[config.mk]
export PLATFORM = sky130hd
export DESIGN_NAME = async_serial_unit
export DESIGN_NICKNAME = d
export VERILOG_FILES = /design/src/async_serial_pkg.sv /design/src/async_serial_unit.sv
export SDC_FILE = /design/constraint.sdc
export NUM_CORES = 1
export LEC_CHECK = 0
export ABC_AREA = 1
export BUFFER_PORTS_ARGS = -buffer_cell sky130_fd_sc_hd__buf_2
export CORE_UTILIZATION = 55
export DETAILED_ROUTE_END_ITERATION = 10
export GPL_TIMING_DRIVEN = 0
export HOLD_SLACK_MARGIN = 0.02
export PLACE_DENSITY = 0.75
export SKIP_LAST_GASP = 1
export SLEW_MARGIN = 15
export SYNTH_ARGS = -nofsm -noshare
export SYNTH_HDL_FRONTEND = slang
export SYNTH_SLANG_ARGS = --single-unit
export TNS_END_PERCENT = 30
[constraint.sdc]
create_clock -name clk_sys -period 2.6 [get_ports clk_sys]
set_clock_uncertainty 0.1 [all_clocks]
set_input_delay 0.39 -clock clk_sys [delete_from_list [all_inputs] [get_ports clk_sys]]
set_output_delay 0.39 -clock clk_sys [all_outputs]
set_load 0.02 [all_outputs]
[src/async_serial_pkg.sv]
package async_serial_pkg;

	// Register byte offsets on the AXI4-Lite bus.
	localparam logic [7:0] ADDR_CONTROL_ONE = 8'h00;
	localparam logic [7:0] ADDR_STATUS_ONE  = 8'h04;
	localparam logic [7:0] ADDR_IRQ_MASK    = 8'h08;
	localparam logic [7:0] ADDR_DATA_BUFFER = 8'h0C;
	localparam logic [7:0] ADDR_BAUD_DIV    = 8'h10;

	// Field positions of control_one.
	localparam int CTL_TX_INVERT = 0;
	localparam int CTL_NINE_BIT  = 1;
	localparam int CTL_TX_ENABLE = 2;
	localparam int CTL_RX_ENABLE = 3;
	localparam int CTL_W         = 4;
	localparam logic [3:0] CONTROL_RESET = 4'h0;

	// Field positions of status_one and of the mask register.
	localparam int ST_TX_EMPTY    = 0;
	localparam int ST_TX_COMPLETE = 1;
	localparam int ST_RX_FULL     = 2;
	localparam int ST_NOISE       = 3;
	localparam int ST_FRAMING     = 4;
	localparam int ST_BREAK       = 5;
	localparam int ST_W           = 6;
	localparam logic [5:0] STATUS_RESET = 6'h03;
	localparam logic [5:0] MASK_RESET   = 6'h00;

	// Oversample tick positions within one bit period.
	localparam logic [4:0] POS_FIRST   = 5'h01;
	localparam logic [4:0] POS_VERIFY1 = 5'h03;
	localparam logic [4:0] POS_VERIFY2 = 5'h05;
	localparam logic [4:0] POS_VERIFY3 = 5'h07;
	localparam logic [4:0] POS_VOTE1   = 5'h08;
	localparam logic [4:0] POS_VOTE2   = 5'h09;
	localparam logic [4:0] POS_VOTE3   = 5'h0A;
	localparam logic [4:0] POS_LAST    = 5'h10;
	localparam logic [3:0] TX_POS_LAST = 4'hF;

	// Timing: ticks per baud and default divider from the system clock.
	localparam int CLK_HZ       = 125_000_000;
	localparam int BAUD_DEFAULT = 115_200;
	localparam int OVERSAMPLE   = 16;
	localparam int DIV_DEFAULT  = CLK_HZ / (BAUD_DEFAULT * OVERSAMPLE) - 1;

	// AXI write and read responses.
	localparam logic [1:0] RESP_OKAY   = 2'h0;
	localparam logic [1:0] RESP_SLVERR = 2'h2;

	typedef enum logic [1:0] {RX_IDLE, RX_START, RX_DATA, RX_STOP} rx_state_t;

endpackage

[src/async_serial_unit.sv]
// The address map and the AXI4-Lite register port are this design's own decisions.
`timescale 1ns/1ps
module async_serial_unit #(
	parameter int ADDR_W = 8
) (
	input  wire logic              clk_sys,
	input  wire logic              rst_n,
	input  wire logic [ADDR_W-1:0] awaddr,
	input  wire logic              awvalid,
	output logic                   awready,
	input  wire logic [31:0]       wdata,
	input  wire logic [3:0]        wstrb,
	input  wire logic              wvalid,
	output logic                   wready,
	output logic [1:0]             bresp,
	output logic                   bvalid,
	input  wire logic              bready,
	input  wire logic [ADDR_W-1:0] araddr,
	input  wire logic              arvalid,
	output logic                   arready,
	output logic [31:0]            rdata,
	output logic [1:0]             rresp,
	output logic                   rvalid,
	input  wire logic              rready,
	input  wire logic              serial_in,
	output logic                   serial_out,
	output logic                   irq
);
	logic [ADDR_W-1:0] aw_addr_q;
	logic [31:0]       w_data_q;
	logic [3:0]        w_strb_q;
	logic              aw_have_q, w_have_q, do_write;
	logic [3:0]        control_q;
	logic [5:0]        status_q, mask_q, status_set, status_clr;
	logic [15:0]       baud_div_q, div_cnt_q;
	logic              tick_q;
	logic [8:0]        tx_buf_q;
	logic              tx_buf_full_q, tx_busy_q, tx_load, tx_done, data_wr;
	logic [10:0]       tx_shift_q;
	logic [3:0]        tx_bits_q, tx_rt_q;
	logic [2:0]        rx_sync_q;
	logic              rx_level_q, rx_prev_q;
	async_serial_pkg::rx_state_t rx_state_q;
	logic [4:0]        rx_rt_q, rx_pos, rx_age_q, rx_age_d;
	logic [1:0]        rx_ones_q;
	logic [2:0]        rx_samp_q, rx_samp_d;
	logic [8:0]        rx_shift_q, rx_word, rx_data_q;
	logic [3:0]        rx_bit_q;
	logic              rx_cur_q, rx_last_q, rx_noise_q;
	logic              rx_done_q, rx_fe_q, rx_nf_q, rx_brk_q;
	logic              nine_bit;
	logic [31:0]       wr_lanes;

	function automatic logic majority3(input logic [2:0] s);
		majority3 = (s[0] & s[1]) | (s[0] & s[2]) | (s[1] & s[2]);
	endfunction

	function automatic logic disagree3(input logic [2:0] s);
		disagree3 = (|s) & ~(&s);
	endfunction

	function automatic logic [31:0] lanes(input logic [3:0] strb);
		lanes = {{8{strb[3]}}, {8{strb[2]}}, {8{strb[1]}}, {8{strb[0]}}};
	endfunction

	assign nine_bit = control_q[async_serial_pkg::CTL_NINE_BIT];

	// Bit mask of the byte lanes enabled by the stored write strobes.
	assign wr_lanes = lanes(w_strb_q);

	// Write channel: address and data are taken independently, either may come first.
	assign do_write = aw_have_q & w_have_q & ~bvalid;
	always_ff @(posedge clk_sys or negedge rst_n) begin
		if (!rst_n) begin
			aw_have_q <= 1'b0;
			w_have_q  <= 1'b0;
			awready   <= 1'b1;
			wready    <= 1'b1;
			aw_addr_q <= '0;
			w_data_q  <= 32'h0000_0000;
			w_strb_q  <= 4'h0;
			bvalid    <= 1'b0;
			bresp     <= async_serial_pkg::RESP_OKAY;
		end else begin
			if (awvalid && awready) begin
				aw_have_q <= 1'b1;
				awready   <= 1'b0;
				aw_addr_q <= awaddr;
			end
			if (wvalid && wready) begin
				w_have_q <= 1'b1;
				wready   <= 1'b0;
				w_data_q <= wdata;
				w_strb_q <= wstrb;
			end
			if (do_write) begin
				bvalid <= 1'b1;
				bresp  <= (aw_addr_q > ADDR_W'(async_serial_pkg::ADDR_BAUD_DIV) ||
				           aw_addr_q[1:0] != 2'h0) ? async_serial_pkg::RESP_SLVERR
				                                   : async_serial_pkg::RESP_OKAY;
			end
			if (bvalid && bready) begin
				bvalid    <= 1'b0;
				aw_have_q <= 1'b0;
				w_have_q  <= 1'b0;
				awready   <= 1'b1;
				wready    <= 1'b1;
			end
		end
	end

	// Read channel: one read in flight, answered one cycle after the address is taken.
	always_ff @(posedge clk_sys or negedge rst_n) begin
		if (!rst_n) begin
			arready <= 1'b1;
			rvalid  <= 1'b0;
			rdata   <= 32'h0000_0000;
			rresp   <= async_serial_pkg::RESP_OKAY;
		end else if (arvalid && arready) begin
			arready <= 1'b0;
			rvalid  <= 1'b1;
			rresp   <= async_serial_pkg::RESP_OKAY;
			case (araddr)
				ADDR_W'(async_serial_pkg::ADDR_CONTROL_ONE): rdata <= {28'h0, control_q};
				ADDR_W'(async_serial_pkg::ADDR_STATUS_ONE):  rdata <= {26'h0, status_q};
				ADDR_W'(async_serial_pkg::ADDR_IRQ_MASK):    rdata <= {26'h0, mask_q};
				ADDR_W'(async_serial_pkg::ADDR_DATA_BUFFER): rdata <= {23'h0, rx_data_q};
				ADDR_W'(async_serial_pkg::ADDR_BAUD_DIV):    rdata <= {16'h0, baud_div_q};
				default: begin
					rdata <= 32'h0000_0000;
					rresp <= async_serial_pkg::RESP_SLVERR;
				end
			endcase
		end else if (rvalid && rready) begin
			rvalid  <= 1'b0;
			arready <= 1'b1;
		end
	end

	// Software-written configuration; byte strobes gate each lane.
	always_ff @(posedge clk_sys or negedge rst_n) begin
		if (!rst_n) begin
			control_q  <= async_serial_pkg::CONTROL_RESET;
			mask_q     <= async_serial_pkg::MASK_RESET;
			baud_div_q <= 16'(async_serial_pkg::DIV_DEFAULT);
		end else if (do_write) begin
			if (aw_addr_q == ADDR_W'(async_serial_pkg::ADDR_CONTROL_ONE) && w_strb_q[0])
				control_q <= w_data_q[3:0];
			if (aw_addr_q == ADDR_W'(async_serial_pkg::ADDR_IRQ_MASK) && w_strb_q[0])
				mask_q <= w_data_q[5:0];
			if (aw_addr_q == ADDR_W'(async_serial_pkg::ADDR_BAUD_DIV))
				baud_div_q <= (baud_div_q & ~wr_lanes[15:0]) |
				              (w_data_q[15:0] & wr_lanes[15:0]);
		end
	end

	// Divider that makes the oversample tick, sixteen per bit time.
	always_ff @(posedge clk_sys or negedge rst_n) begin
		if (!rst_n) begin
			div_cnt_q <= 16'h0000;
			tick_q    <= 1'b0;
		end else if (div_cnt_q == 16'h0000) begin
			div_cnt_q <= baud_div_q;
			tick_q    <= 1'b1;
		end else begin
			div_cnt_q <= div_cnt_q - 16'h0001;
			tick_q    <= 1'b0;
		end
	end

	// Status flags: hardware sets win over a write-one-to-clear in the same cycle.
	assign data_wr = do_write && w_strb_q[0] &&
	                 aw_addr_q == ADDR_W'(async_serial_pkg::ADDR_DATA_BUFFER);
	always_comb begin
		status_set = 6'h00;
		status_set[async_serial_pkg::ST_TX_EMPTY]    = tx_load;
		status_set[async_serial_pkg::ST_TX_COMPLETE] = tx_done && !tx_buf_full_q;
		status_set[async_serial_pkg::ST_RX_FULL]     = rx_done_q;
		status_set[async_serial_pkg::ST_NOISE]       = rx_done_q && rx_nf_q;
		status_set[async_serial_pkg::ST_FRAMING]     = rx_done_q && rx_fe_q;
		status_set[async_serial_pkg::ST_BREAK]       = rx_done_q && rx_brk_q;
		status_clr = 6'h00;
		if (do_write && w_strb_q[0] &&
		    aw_addr_q == ADDR_W'(async_serial_pkg::ADDR_STATUS_ONE))
			status_clr = w_data_q[5:0];
		if (data_wr) begin
			status_clr[async_serial_pkg::ST_TX_EMPTY]    = 1'b1;
			status_clr[async_serial_pkg::ST_TX_COMPLETE] = 1'b1;
		end
	end

	always_ff @(posedge clk_sys or negedge rst_n) begin
		if (!rst_n) begin
			status_q <= async_serial_pkg::STATUS_RESET;
			irq      <= 1'b0;
		end else begin
			status_q <= (status_q & ~status_clr) | status_set;
			irq      <= |(status_q & mask_q);
		end
	end

	// Transmitter: buffer, then an 11-bit shifter moved once per sixteen ticks.
	assign tx_load = tx_buf_full_q && !tx_busy_q && tick_q &&
	                 control_q[async_serial_pkg::CTL_TX_ENABLE];
	assign tx_done = tx_busy_q && tick_q && tx_rt_q == async_serial_pkg::TX_POS_LAST &&
	                 tx_bits_q == 4'h1;
	always_ff @(posedge clk_sys or negedge rst_n) begin
		if (!rst_n) begin
			tx_buf_q      <= 9'h000;
			tx_buf_full_q <= 1'b0;
			tx_busy_q     <= 1'b0;
			tx_shift_q    <= 11'h7FF;
			tx_bits_q     <= 4'h0;
			tx_rt_q       <= 4'h0;
			serial_out    <= 1'b1;
		end else begin
			if (data_wr) begin
				tx_buf_q      <= w_data_q[8:0];
				tx_buf_full_q <= 1'b1;
			end else if (tx_load) begin
				tx_buf_full_q <= 1'b0;
			end
			if (tx_load) begin
				tx_busy_q  <= 1'b1;
				tx_rt_q    <= 4'h0;
				tx_shift_q <= nine_bit ? {1'b1, tx_buf_q, 1'b0}
				                       : {2'h3, tx_buf_q[7:0], 1'b0};
				tx_bits_q  <= nine_bit ? 4'hB : 4'hA;
			end else if (tx_busy_q && tick_q) begin
				tx_rt_q <= tx_rt_q + 4'h1;
				if (tx_rt_q == async_serial_pkg::TX_POS_LAST) begin
					tx_shift_q <= {1'b1, tx_shift_q[10:1]};
					tx_bits_q  <= tx_bits_q - 4'h1;
					if (tx_bits_q == 4'h1)
						tx_busy_q <= 1'b0;
				end
			end
			// Idle is a one on the line; inversion applies to every level.
			serial_out <= (tx_busy_q ? tx_shift_q[0] : 1'b1) ^
			              control_q[async_serial_pkg::CTL_TX_INVERT];
		end
	end

	// Receive pin filter: three flops, the level moves only when the last two agree.
	always_ff @(posedge clk_sys or negedge rst_n) begin
		if (!rst_n) begin
			rx_sync_q  <= 3'h7;
			rx_level_q <= 1'b1;
		end else begin
			rx_sync_q <= {rx_sync_q[1:0], serial_in};
			if (rx_sync_q[1] == rx_sync_q[2])
				rx_level_q <= rx_sync_q[2];
		end
	end

	// Tick position, sample window and age of the last falling edge seen.
	always_comb begin
		rx_pos    = (rx_rt_q == async_serial_pkg::POS_LAST) ? async_serial_pkg::POS_FIRST
		                                                    : rx_rt_q + 5'h01;
		rx_samp_d = {rx_samp_q[1:0], rx_level_q};
		if (rx_prev_q && !rx_level_q)
			rx_age_d = async_serial_pkg::POS_FIRST;
		else
			rx_age_d = (rx_age_q == 5'h1F) ? rx_age_q : rx_age_q + 5'h01;
		rx_word = nine_bit ? rx_shift_q : {rx_shift_q[8], rx_shift_q[8:1]};
	end

	// Receive engine, advanced on each oversample tick.
	always_ff @(posedge clk_sys or negedge rst_n) begin
		if (!rst_n) begin
			rx_state_q <= async_serial_pkg::RX_IDLE;
			rx_rt_q    <= 5'h00;
			rx_ones_q  <= 2'h0;
			rx_samp_q  <= 3'h0;
			rx_shift_q <= 9'h000;
			rx_bit_q   <= 4'h0;
			rx_cur_q   <= 1'b0;
			rx_last_q  <= 1'b0;
			rx_noise_q <= 1'b0;
			rx_prev_q  <= 1'b1;
			rx_age_q   <= 5'h1F;
			rx_done_q  <= 1'b0;
			rx_fe_q    <= 1'b0;
			rx_nf_q    <= 1'b0;
			rx_brk_q   <= 1'b0;
			rx_data_q  <= 9'h000;
		end else begin
			rx_done_q <= 1'b0;
			if (tick_q) begin
				rx_prev_q <= rx_level_q;
				rx_age_q  <= rx_age_d;
				if (!control_q[async_serial_pkg::CTL_RX_ENABLE]) begin
					rx_state_q <= async_serial_pkg::RX_IDLE;
					rx_ones_q  <= 2'h0;
				end else begin
					unique case (rx_state_q)
						async_serial_pkg::RX_IDLE: begin
							rx_ones_q <= rx_level_q ? ((rx_ones_q == 2'h3) ? 2'h3
							                                               : rx_ones_q + 2'h1)
							                        : 2'h0;
							if (!rx_level_q && rx_ones_q == 2'h3) begin
								rx_state_q <= async_serial_pkg::RX_START;
								rx_rt_q    <= async_serial_pkg::POS_FIRST;
								rx_noise_q <= 1'b0;
								rx_bit_q   <= 4'h0;
							end
						end
						async_serial_pkg::RX_START: begin
							rx_rt_q <= rx_pos;
							if (rx_pos == async_serial_pkg::POS_VERIFY1 ||
							    rx_pos == async_serial_pkg::POS_VERIFY2 ||
							    rx_pos >= async_serial_pkg::POS_VERIFY3 &&
							    rx_pos <= async_serial_pkg::POS_VOTE3)
								rx_samp_q <= rx_samp_d;
							if (rx_pos == async_serial_pkg::POS_VERIFY3) begin
								if (majority3(rx_samp_d)) begin
									rx_state_q <= async_serial_pkg::RX_IDLE;
									rx_ones_q  <= 2'h0;
								end else if (|rx_samp_d)
									rx_noise_q <= 1'b1;
							end
							if (rx_pos == async_serial_pkg::POS_VOTE3 && |rx_samp_d)
								rx_noise_q <= 1'b1;
							if (rx_pos == async_serial_pkg::POS_LAST) begin
								rx_state_q <= async_serial_pkg::RX_DATA;
								rx_last_q  <= 1'b0;
							end
						end
						async_serial_pkg::RX_DATA, async_serial_pkg::RX_STOP: begin
							rx_rt_q <= rx_pos;
							if (rx_pos >= async_serial_pkg::POS_VOTE1 &&
							    rx_pos <= async_serial_pkg::POS_VOTE3)
								rx_samp_q <= rx_samp_d;
							if (rx_pos == async_serial_pkg::POS_VOTE3) begin
								rx_cur_q <= majority3(rx_samp_d);
								if (disagree3(rx_samp_d))
									rx_noise_q <= 1'b1;
							end
							// Realign on a 1-to-0 data change to the edge actually seen.
							if (rx_state_q == async_serial_pkg::RX_DATA &&
							    rx_pos == async_serial_pkg::POS_VOTE3 && rx_last_q &&
							    !majority3(rx_samp_d) && rx_age_d <= async_serial_pkg::POS_LAST)
								rx_rt_q <= rx_age_d;
							if (rx_state_q == async_serial_pkg::RX_DATA &&
							    rx_pos == async_serial_pkg::POS_LAST) begin
								rx_shift_q <= {rx_cur_q, rx_shift_q[8:1]};
								rx_last_q  <= rx_cur_q;
								rx_bit_q   <= rx_bit_q + 4'h1;
								if (rx_bit_q == (nine_bit ? 4'h8 : 4'h7))
									rx_state_q <= async_serial_pkg::RX_STOP;
							end
							if (rx_state_q == async_serial_pkg::RX_STOP &&
							    rx_pos == async_serial_pkg::POS_VOTE3) begin
								rx_done_q  <= 1'b1;
								rx_fe_q    <= !majority3(rx_samp_d);
								rx_nf_q    <= rx_noise_q | disagree3(rx_samp_d);
								rx_brk_q   <= !majority3(rx_samp_d) && rx_word == 9'h000;
								rx_data_q  <= rx_word;
								rx_state_q <= async_serial_pkg::RX_IDLE;
								rx_ones_q  <= majority3(rx_samp_d) ? 2'h3 : 2'h0;
							end
						end
						default: rx_state_q <= async_serial_pkg::RX_IDLE;
					endcase
				end
			end
		end
	end

	// Checking helpers: ticks since the start edge and whether a realignment moved the count.
	logic [7:0] chk_span_q;
	logic       chk_resync_q;
	always_ff @(posedge clk_sys or negedge rst_n) begin
		if (!rst_n) begin
			chk_span_q   <= 8'h00;
			chk_resync_q <= 1'b0;
		end else if (tick_q) begin
			if (rx_state_q == async_serial_pkg::RX_IDLE) begin
				chk_span_q   <= 8'h01;
				chk_resync_q <= 1'b0;
			end else begin
				chk_span_q <= (chk_span_q == 8'hFF) ? chk_span_q : chk_span_q + 8'h01;
				// Only a realignment that moves the count spoils the fixed stop position.
				if (rx_state_q == async_serial_pkg::RX_DATA &&
				    rx_pos == async_serial_pkg::POS_VOTE3 && rx_last_q &&
				    !majority3(rx_samp_d) && rx_age_d <= async_serial_pkg::POS_LAST &&
				    rx_age_d != rx_pos)
					chk_resync_q <= 1'b1;
			end
		end
	end

	property p_tx_start_level;
		@(posedge clk_sys) disable iff (!rst_n)
		tx_load |=> ##1 serial_out == control_q[async_serial_pkg::CTL_TX_INVERT];
	endproperty
	a_tx_start_level: assert property (p_tx_start_level) else $error("start level wrong");

	property p_tx_empty_set;
		@(posedge clk_sys) disable iff (!rst_n)
		tx_load |=> status_q[async_serial_pkg::ST_TX_EMPTY] ##1
		(irq == mask_q[async_serial_pkg::ST_TX_EMPTY] || $past(mask_q) != mask_q ||
		 |(status_q & mask_q & 6'h3E) || |($past(status_q) & mask_q & 6'h3E));
	endproperty
	a_tx_empty_set: assert property (p_tx_empty_set) else $error("empty flag or irq");

	property p_tx_complete;
		@(posedge clk_sys) disable iff (!rst_n)
		$rose(status_q[async_serial_pkg::ST_TX_COMPLETE]) |-> !tx_busy_q && !$past(tx_buf_full_q);
	endproperty
	a_tx_complete: assert property (p_tx_complete) else $error("complete while busy");

	property p_ninth_copy;
		@(posedge clk_sys) disable iff (!rst_n)
		rx_done_q && !nine_bit |-> rx_data_q[8] == rx_data_q[7];
	endproperty
	a_ninth_copy: assert property (p_ninth_copy) else $error("ninth bit not copy");

	property p_rx_full;
		@(posedge clk_sys) disable iff (!rst_n)
		rx_done_q |=> status_q[async_serial_pkg::ST_RX_FULL] &&
		              status_q[async_serial_pkg::ST_FRAMING] == rx_fe_q;
	endproperty
	a_rx_full: assert property (p_rx_full) else $error("full or framing flag");

	property p_start_found;
		@(posedge clk_sys) disable iff (!rst_n)
		tick_q && rx_state_q == async_serial_pkg::RX_IDLE && !rx_level_q &&
		rx_ones_q == 2'h3 && control_q[async_serial_pkg::CTL_RX_ENABLE]
		|=> rx_state_q == async_serial_pkg::RX_START && rx_rt_q == 5'h01;
	endproperty
	a_start_found: assert property (p_start_found) else $error("start not taken");

	property p_start_abort;
		@(posedge clk_sys) disable iff (!rst_n)
		tick_q && rx_state_q == async_serial_pkg::RX_START && rx_pos == 5'h07 &&
		majority3(rx_samp_d) |=> rx_state_q == async_serial_pkg::RX_IDLE;
	endproperty
	a_start_abort: assert property (p_start_abort) else $error("bad start kept");

	property p_stop_tick_8bit;
		@(posedge clk_sys) disable iff (!rst_n)
		rx_done_q && !nine_bit && !chk_resync_q |-> chk_span_q == 8'd154;
	endproperty
	a_stop_tick_8bit: assert property (p_stop_tick_8bit) else $error("stop sample off");

	property p_break;
		@(posedge clk_sys) disable iff (!rst_n)
		rx_done_q && rx_brk_q |-> rx_data_q == 9'h000 && rx_fe_q ##1
		status_q[async_serial_pkg::ST_BREAK];
	endproperty
	a_break: assert property (p_break) else $error("break handling");

endmodule

==> results of run 1 <==
## kinds of logic (layout without fill, tap and decap cells)
logic type | Yosys count | count (layout) | synth area share (%)
simple gates | 479 | 479 | 23.6
compound gates | 203 | 203 | 12.8
flops | 181 | 181 | 51.7
buf+inv | 181 | 284 | 8.87
xor+xnor | 13 | 13 | 1.29
fa+ha+maj | 12 | 12 | 1.67
other cells | 1 | 18 | 0.0424
## synthesized netlist by cell type, drive strengths merged, types with 6 or more instances
cell    instances
ha             11
nand3          53
inv           135
buf            25
a31oi          12
dfrtp         153
nor3           11
xnor2           6
xor2            7
nor2           87
o21ai         141
dfstp          28
clkbuf         19
nand2         301
nand4          18
a21oi          23
o31ai           6
## routing by layer
| layer | track usage, % | part of all wire (%) | vias up | routed length, µm |
|---|---|---|---|---|
| met1 | 34.9 | 46 | 3473 | 9160 |
| met4 | 11.5 | 2.6 | 0 | 522 |
| li1 | - | - | 3641 | - |
| met5 | 0 | 0 | - | 0 |
| met3 | 4.24 | 3.6 | 32 | 713 |
| met2 | 42.7 | 47 | 160 | 9400 |
## through the flow
step                      instance area, µm²  instances  power, W
after global placement                  9490       1364   0.00556
after CTS                              10200       1401   0.00822
after global routing                   10200       1401   0.00867
after floorplan                         8900       1087   0.00501
final                                  10200       1401   0.00817
after detailed placement                9560       1366   0.00565
## power by group
group	leakage [nW]	total, W	switching, W	internal (W)
registers	2.34	0.00379	0.000385	0.00341
logic	2.26	0.00182	0.00120	0.000611
clock network	0.279	0.00256	0.00113	0.00143
total	4.87	0.00817	0.00271	0.00545
## registers in the layout, indices dropped and copies added (netlist names), 8 cells and up, named ones only
name / count
rx_data_q: 9
w_data_q: 16
div_cnt_q: 16
aw_addr_q: 8
tx_shift_q: 10
rdata: 16
rx_shift_q: 9
tx_buf_q: 9
## how the worst max path moves through the flow
stage / startpoint / to / slack [ps] / cells past startpoint
after floorplan: rx_rt_q[0] / rx_data_q[4] / 560 / 15
after global placement: rst_n / rx_rt_q[0] / -1820 / 1
after detailed placement: rx_rt_q[0] / rx_data_q[5] / 300 / 15
after CTS: rx_rt_q[0] / rx_data_q[4] / 290 / 15
after global routing: rx_rt_q[0] / rx_data_q[4] / 80 / 15
final: rx_rt_q[0] / rx_data_q[5] / 290 / 15
## worst register-to-register path: cells and delay by family, from the launching register on
family | cells | cell delay, ps
flip-flops | 1 | 470
AND/OR/NAND/NOR | 8 | 800
AO/OA/AOI/OAI | 1 | 50
buffers and inverters | 5 | 520
adder cells (fa/ha/maj) | 1 | 250
## timing repair
item / in CTS / in global routing
hold buffers: 3 / 0
buffers inserted: 0 / 0
hold endpoints to repair: 51 / 0
## layout make-up
type	instances	area (µm²)	area share [%]
buffer	44	265	2.61
clock buffer	19	433	4.26
clock inverter	13	150	1.48
inverter	137	518	5.09
multi-input combinational	725	3550	34.9
sequential	181	4560	44.9
tap	211	264	2.60
timing repair buffer	71	425	4.18
==> run metrics, run 1 <==
H-tree levels=4; worst vdd ir=0.545 mV; first-pass GRT wire length=33600 µm; Final TNS setup=0 ps; Slew Viols, Final=0; All-Layer GR Usage=26.2%; reg2reg path depth=15; die boundary width=129 µm; Ys Warns=0; Syn Area/Cell=8.26 µm²; DRT iter0 DRCs=464; global route total overflow=0; Post-Synthesis Cells=1070; die height=129 µm; crit start category=flip-flop; max-cap viol count=0; CTS Root Cell=clkbuf_16; core area=0.0154 mm²; vias in the first global route=7043; Unique masters post-synth=55; CTS Buf Count=17; CP dominant cell by count=nand2_2; Placer Congestion=0.881; crit-path max cell delay=470 ps; pre-CTS WS=302 ps; cell taking the most area after synthesis=dfrtp_1; unrepaired setup endpoints after global routing=no; relative slew slack=48.8%; commonest non-fill, non-tap cell in the layout=nand2_1; Final Setup Violations=0; Max Buffers Root-to-Sink=2; CP max-delay cell=dfrtp_1; top-area cell type share of the netlist area=43.3%; kind of cell adding the most delay to the critical path=simple AND/OR/NAND/NOR gates; layout cells sized above 1=16.1%; reg2reg end=rx_data_q[5]; CTS tree=yes; clock sink count=181; Hold Crit Class=primary input to flip-flop; critical path class=flip-flop to flip-flop; Leak=4.87 nW; Main synth FF type=dfrtp_1; dpl hpwl=14600 µm; initial antenna violation count=0; worst path arrival time=2520 ps; EDFF count, synth=0; ys async rst share=100%; R2R Path Start=rx_rt_q[0]; Row Count=45; number of diodes=0; CP Buf/Inv Count=5; Reg clk slew, reported paths=70 ps; outcome=finished clean; reg-to-reg setup timing slack=290 ps; IO Pins=103; Syn Std Cell Area=0.00883 mm²; FF+latch count, synth=181; worst-path cell chain=inv_1, ha_1, nand2_2, inv_1, nand2_2, nand3_2, nor2_4, nand2_2, inv_4, nand2_4, nor3_4, inv_2, buf_6, nand2_1, o21ai_2; layout net count=1248; most frequent cells in the layout=nand2_1, dfrtp_1, inv_1; CP endpoint kind=flip-flop; Max Clk Rate=432 MHz; Final WS setup=287 ps; Power Dens Cells=803 mW/mm²; pin count of the biggest net entering global routing=73; routed via count=7306; WP data required=2810 ps; Tmin final=2310 ps; Fin. Hold Viols=0; Routed Antenna Nets=0; Pre-antenna DRT Iters=5; hold endpoint=awready; Synth area leaders=dfrtp_1, nand2_1, dfstp_2, o21ai_0, inv_1; worst-margin pin slew=757 ps; die area=0.0166 mm²; Starting Density=57.3%; area grow syn2layout=15.1%; filler instances=1362; worst-path fanout max=10; routed len/inst=14.1 µm; vias per cell=5.21; final WL=19800 µm; final core utilization=65.9%; Hold Slack=38.7 ps; worst hold path depth=2; worst hold start=awvalid; register area share after synthesis=51.7%; Worst-Skew Late Latency=440 ps; post-cts sizing count=0; DRC=0; Port-buffer cells=66; Tcrit/Tclk final=89.0%
(Power assumes the default switching activity.)
==> inputs of run 2 (changes only) <==
==> constraint.sdc (replaced) <==
create_clock -name clk_sys -period 2.6 [get_ports clk_sys]
set_clock_uncertainty 0.1 [all_clocks]
set_input_delay 0.65 -clock clk_sys [delete_from_list [all_inputs] [get_ports clk_sys]]
set_output_delay 0.65 -clock clk_sys [all_outputs]
set_load 0.02 [all_outputs]
==> run 2 against run 1 <==
Compared with the run above:
- flip-flop and latch count unchanged
- first-iteration DRC count up 5.8%
- combinational power about the same
- non-clock buffer count down 2
- die area unchanged
- power about the same
- critical path type unchanged
- critical endpoint unchanged
- largest cell class unchanged
- via count about the same
- hold slack better by 180 ps
==> run metrics, run 2 (same netlist as run 1, synthesis figures left out) <==
dpl hpwl=14600 µm (unchanged); WP data required=2810 ps (about the same); dpl cells=1366 (unchanged); Max Clk Rate=433 MHz (was 432 MHz); core area=0.0154 mm² (unchanged); Max Buffers Root-to-Sink=2 (unchanged); routed len/inst=14.1 µm (about the same); reg-to-reg setup timing slack=290 ps (about the same); global route total overflow=0 (unchanged); Hold Slack=214 ps (was 38.7 ps); commonest non-fill, non-tap cell in the layout=nand2_1 (unchanged); post-cts sizing count=0 (unchanged); first-pass GRT wire length=33600 µm (about the same); worst-margin pin slew=761 ps (was 757 ps); Port-buffer cells=66 (unchanged); Worst-Skew Late Latency=430 ps (was 440 ps); M3 GR Usage=4.24% (unchanged); initial antenna violation count=0 (unchanged); Hold Crit Class=primary input to flip-flop (unchanged); Tmin final=2310 ps (about the same); Leak=4.87 nW (about the same); relative slew slack=48.5% (was 48.8%); die boundary width=129 µm (unchanged); Power Dens Cells=805 mW/mm² (was 803 mW/mm²); fin cells=1399 (was 1401); CTS Buf Count=17 (unchanged); Tcrit/Tclk final=88.9% (was 89.0%); crit start category=flip-flop (unchanged); final WL=19800 µm (about the same); GRT busiest layer=met2 (unchanged); worst vdd ir=0.544 mV (was 0.545 mV); filler instances=1364 (was 1362); DRC=0 (unchanged); cts hold-fix bufs=1 (was 3); worst-path fanout max=10 (unchanged); vias per cell=5.23 (was 5.21); Starting Density=57.3% (unchanged); Routed Antenna Nets=0 (unchanged); max-cap viol count=0 (unchanged); final core utilization=65.8% (was 65.9%); outcome=finished clean (unchanged); Pre-antenna DRT Iters=5 (unchanged); critical path class=flip-flop to flip-flop (unchanged); H-tree levels=4 (unchanged); die area=0.0166 mm² (unchanged); pin count of the biggest net entering global routing=73 (unchanged); Reg clk slew, reported paths=60 ps (was 70 ps); IO Pins=103 (unchanged); layout net count=1246 (was 1248); Slew Viols, Final=0 (unchanged); Largest regs=div_cnt_q x16, rdata x16, w_data_q x16 (unchanged); All-Layer GR Usage=26.2% (about the same); Fin. Hold Viols=0 (unchanged); area grow syn2layout=14.9% (was 15.1%); Placer Congestion=0.881 (unchanged); clock sink count=181 (unchanged); routing usage on met2=42.6% (was 42.7%); met1 Resource Use GR=34.9% (unchanged); unrepaired setup endpoints after global routing=no (unchanged); routed via count=7312 (was 7306); CTS tree=yes (unchanged); post-CTS setup buffer count=0 (unchanged); Final Setup Violations=0 (unchanged); Row Count=45 (unchanged); die height=129 µm (unchanged); vias in the first global route=7031 (was 7043); DRT iter0 DRCs=491 (was 464); most frequent cells in the layout=nand2_1, dfrtp_1, inv_1 (unchanged); CP endpoint kind=flip-flop (unchanged); worst path arrival time=2520 ps (about the same); number of diodes=0 (unchanged); layout cells sized above 1=16.2% (was 16.1%); CTS Root Cell=clkbuf_16 (unchanged)
==> run 2: cell count changes in the layout (fill, tap and decap cells not counted) <==
cell           before  now
dlygate4sd3_1       3    1
==> run 2: stage by stage <==
step	setup WS (ps)	total power (W)	TNS, ps	area (µm²)
after floorplan	562	0.00501	0	8900
final	289	0.00817	0	10200
after global routing	84.1	0.00866	0	10200
after global placement	-2080	0.00556	-343520	9490
after detailed placement	170	0.00565	0	9560
after CTS	289	0.00822	0	10200
==> run 2: layout make-up <==
class                           instances  area, µm²  share of cell area, %
Clock buffer                           19        433                   4.26
Timing Repair Buffer                   69        405                   3.99
Tap cell                              211        264                   2.60
Clock inverter                         13        150                   1.48
Inverter                              137        518                   5.10
Multi-Input combinational cell        725       3550                   35.0
Buffer                                 44        265                   2.61
Sequential cell                       181       4560                   45.0
==> run 2: worst paths after layout <==
check,startpoint,to,depth (start not counted)
worst max-delay path,rx_rt_q[0],rx_data_q[5],15
worst min-delay path,serial_in,rx_sync_q[0],1
worst max register to register,rx_rt_q[0],rx_data_q[5],15
worst min register to register,rx_sync_q[0],rx_sync_q[1],0
max in group asynchronous,rst_n,rx_level_q,4
min in group asynchronous,rst_n,w_data_q[13],2
==> run 2: worst max-delay path, cell delays in order, from the launching register on <==
cell and delay (ps):
dfrtp_1 470, inv_1 140, ha_1 250, nand2_2 90, inv_1 50, nand2_2 90, nand3_2 90, nor2_4 110
nand2_2 100, inv_4 90, nand2_4 70, nor3_4 170, inv_2 90, buf_6 150, nand2_1 80, o21ai_2 50
==> run 2: report_power, final <==
part / leakage (nW) / switching (W) / internal, W
Combinational: 2.25 / 0.00121 / 0.000610
Sequential: 2.34 / 0.000385 / 0.00341
Clock: 0.279 / 0.00113 / 0.00143
Total: 4.87 / 0.00272 / 0.00545
==> run 2: metal layers <==
metal	vias up	wire length, µm
met5	-	0
met4	0	532
met3	35	726
met2	152	9350
met1	3484	9190
li1	3641	-
==> inputs of run 3 (changes only) <==
--- a/config.mk
+++ b/config.mk
@@ -11,7 +11,7 @@
 export DETAILED_ROUTE_END_ITERATION = 10
 export GPL_TIMING_DRIVEN = 0
 export HOLD_SLACK_MARGIN = 0.02
-export PLACE_DENSITY = 0.75
+export PLACE_DENSITY = 0.85
 export SKIP_LAST_GASP = 1
 export SLEW_MARGIN = 15
 export SYNTH_ARGS = -nofsm -noshare
==> run 3 against run 2 <==
Compared with the run above:
- count of clock-buffer cells in the layout shrank 2
- design area is 0.49% higher
- cell count shrank 0.14%
- via count rose by 2.1%
- flip-flop and latch count unchanged
- hold slack worse by 140 ps
- combinational power hardly changed
- power grew 4.0%
- clock power rose by 13%
- register-to-register slack about the same
- critical endpoint is now rx_data_q[6]
- largest cell class unchanged
- largest power group unchanged
- highest routed layer unchanged
==> run metrics, run 3 (same netlist as run 1, synthesis figures left out) <==
Max Buffers Root-to-Sink=2 (unchanged); commonest non-fill, non-tap cell in the layout=nand2_1 (unchanged); routed len/inst=14.3 µm (was 14.1 µm); DRC=0 (unchanged); relative slew slack=39.0% (was 48.5%); worst-path fanout max=10 (unchanged); Fin. Hold Viols=0 (unchanged); unrepaired setup endpoints after global routing=no (unchanged); worst-margin pin slew=902 ps (was 761 ps); die area=0.0166 mm² (unchanged); Final Setup Violations=0 (unchanged); routed via count=7468 (was 7312); critical path class=flip-flop to flip-flop (unchanged); R2R Path Start=rx_rt_q[0] (unchanged); dpl hpwl=14100 µm (was 14600 µm); clock sink count=181 (unchanged); layout cells sized above 1=16.3% (was 16.2%); final WL=19900 µm (was 19800 µm); worst path arrival time=2530 ps (was 2520 ps); final core utilization=66.1% (was 65.8%); initial antenna violation count=0 (unchanged); number of diodes=0 (unchanged); Starting Density=57.3% (unchanged); worst vdd ir=0.649 mV (was 0.544 mV); CTS Root Cell=clkbuf_16 (unchanged); H-tree levels=4 (unchanged); Max Clk Rate=435 MHz (was 433 MHz); Hold Slack=72.7 ps (was 214 ps); IO Pins=103 (unchanged); vias in the first global route=7218 (was 7031); internal power=0.00575 W (was 0.00545 W); core area=0.0154 mm² (unchanged); Worst-Skew Late Latency=440 ps (was 430 ps); Clk pwr share=34.0% (was 31.3%); die height=129 µm (unchanged); post-cts sizing count=0 (unchanged); post-CTS setup buffer count=0 (unchanged); CTS tree=yes (unchanged); area grow syn2layout=15.5% (was 14.9%); DRT iter0 DRCs=621 (was 491); Sw Share=32.4% (was 33.3%); global route total overflow=0 (unchanged); Routed Antenna Nets=0 (unchanged); pin count of the biggest net entering global routing=99 (was 73); reg-to-reg setup timing slack=300 ps (was 290 ps); Tmin final=2300 ps (was 2310 ps); Slew Viols, Final=0 (unchanged); crit start category=flip-flop (unchanged); Leak=4.89 nW (was 4.87 nW); Power Dens Cells=833 mW/mm² (was 805 mW/mm²); Tcrit/Tclk final=88.5% (was 88.9%); Largest regs=div_cnt_q x16, rdata x16, w_data_q x16 (unchanged); cts hold-fix bufs=0 (was 1); Pre-antenna DRT Iters=7 (was 5); CTS Buf Count=17 (unchanged); die boundary width=129 µm (unchanged); outcome=finished clean (unchanged); Hold Crit Class=primary input to asynchronous set/reset pin (was primary input to flip-flop); logic gate share of total power=21.4% (was 22.2%); reg2reg path depth=15 (unchanged); Port-buffer cells=66 (unchanged); Psw=0.00275 W (was 0.00272 W); sequential share of power=44.6% (was 46.4%); most frequent cells in the layout=nand2_1, dfrtp_1, inv_1 (unchanged); Reg clk slew, reported paths=70 ps (was 60 ps); fin cells=1397 (was 1399); dpl cells=1365 (was 1366); reg2reg end=rx_data_q[6] (was rx_data_q[5]); Power Total=0.00850 W (was 0.00817 W); first-pass GRT wire length=33700 µm (was 33600 µm); Placer Congestion=0.908 (was 0.881); vias per cell=5.35 (was 5.23); max-cap viol count=0 (unchanged); WP data required=2820 ps (was 2810 ps); layout net count=1244 (was 1246); All-Layer GR Usage=26.2% (about the same); CP endpoint kind=flip-flop (unchanged); Row Count=45 (unchanged)
==> run 3: changes by cell type in the layout (fill, tap and decap cells not counted) <==
cell	delta
clkinv_2	-1
dlygate4sd3_1	-1
clkbuf_1	-2
bufinv_16	+3
clkinv_4	-1
inv_6	-1
inv_8	+1
clkinv_8	+1
buf_16	-1
==> run 3: critical path, cell delays in order (launching register included) <==
cell	delay [ps]
dfrtp_1	470
inv_1	140
ha_1	240
nand2_2	90
inv_1	50
nand2_2	90
nand3_2	100
nor2_4	120
nand2_2	100
inv_4	90
nand2_4	60
nor3_4	170
inv_2	90
buf_6	150
nand2_1	70
o21ai_2	50
==> run 3: layout make-up <==
| type | instances | area [µm²] |
|---|---|---|
| Buffer | 44 | 265 |
| Tap cell | 211 | 264 |
| Clock inverter | 15 | 245 |
| Clock buffer | 17 | 425 |
| Sequential cell | 181 | 4560 |
| Inverter | 137 | 518 |
| Fill cell | 1271 | 5230 |
| Timing Repair Buffer | 67 | 368 |
| Multi-Input combinational cell | 725 | 3550 |
==> run 3: worst max-delay path by stage <==
stage	start	endpoint	slack (ps)	depth (start not counted)
final	rx_rt_q[0]	rx_data_q[6]	300	15
after global routing	rx_rt_q[0]	rx_state_q[1]	100	12
after CTS	rx_rt_q[0]	rx_data_q[5]	310	15
after detailed placement	araddr[1]	rdata[8]	240	9
after global placement	rst_n	rvalid	-1990	1
after floorplan	rx_rt_q[0]	rx_data_q[4]	560	15
==> run 3: per-layer routing <==
| layer | wire length (µm) | GRT usage (%) |
|---|---|---|
| met1 | 8470 | 33.1 |
| met2 | 9820 | 44.7 |
| met3 | 1060 | 4.28 |
| met4 | 575 | 11.5 |
| met5 | 0 | 0 |
==> run 3: per-stage QoR <==
stage               TNS (ps)  setup slack [ps]  area (µm²)
global route               0               103       10200
global placement     -329410             -1990        9490
CTS                        0               309       10200
floorplan                  0               562        8900
finish                     0               299       10200
detailed placement         0               243        9530
==> run 3: power by group through the flow <==
stage	registers, W	clock network [W]	logic, W
6_report	0.00379	0.00289	0.00181
5_1_grt	0.00386	0.00304	0.00209
4_1_cts	0.00379	0.00292	0.00182
3_5_place_dp	0.00383	0	0.00179
3_3_place_gp	0.00381	0	0.00173
2_1_floorplan	0.00384	0	0.00117
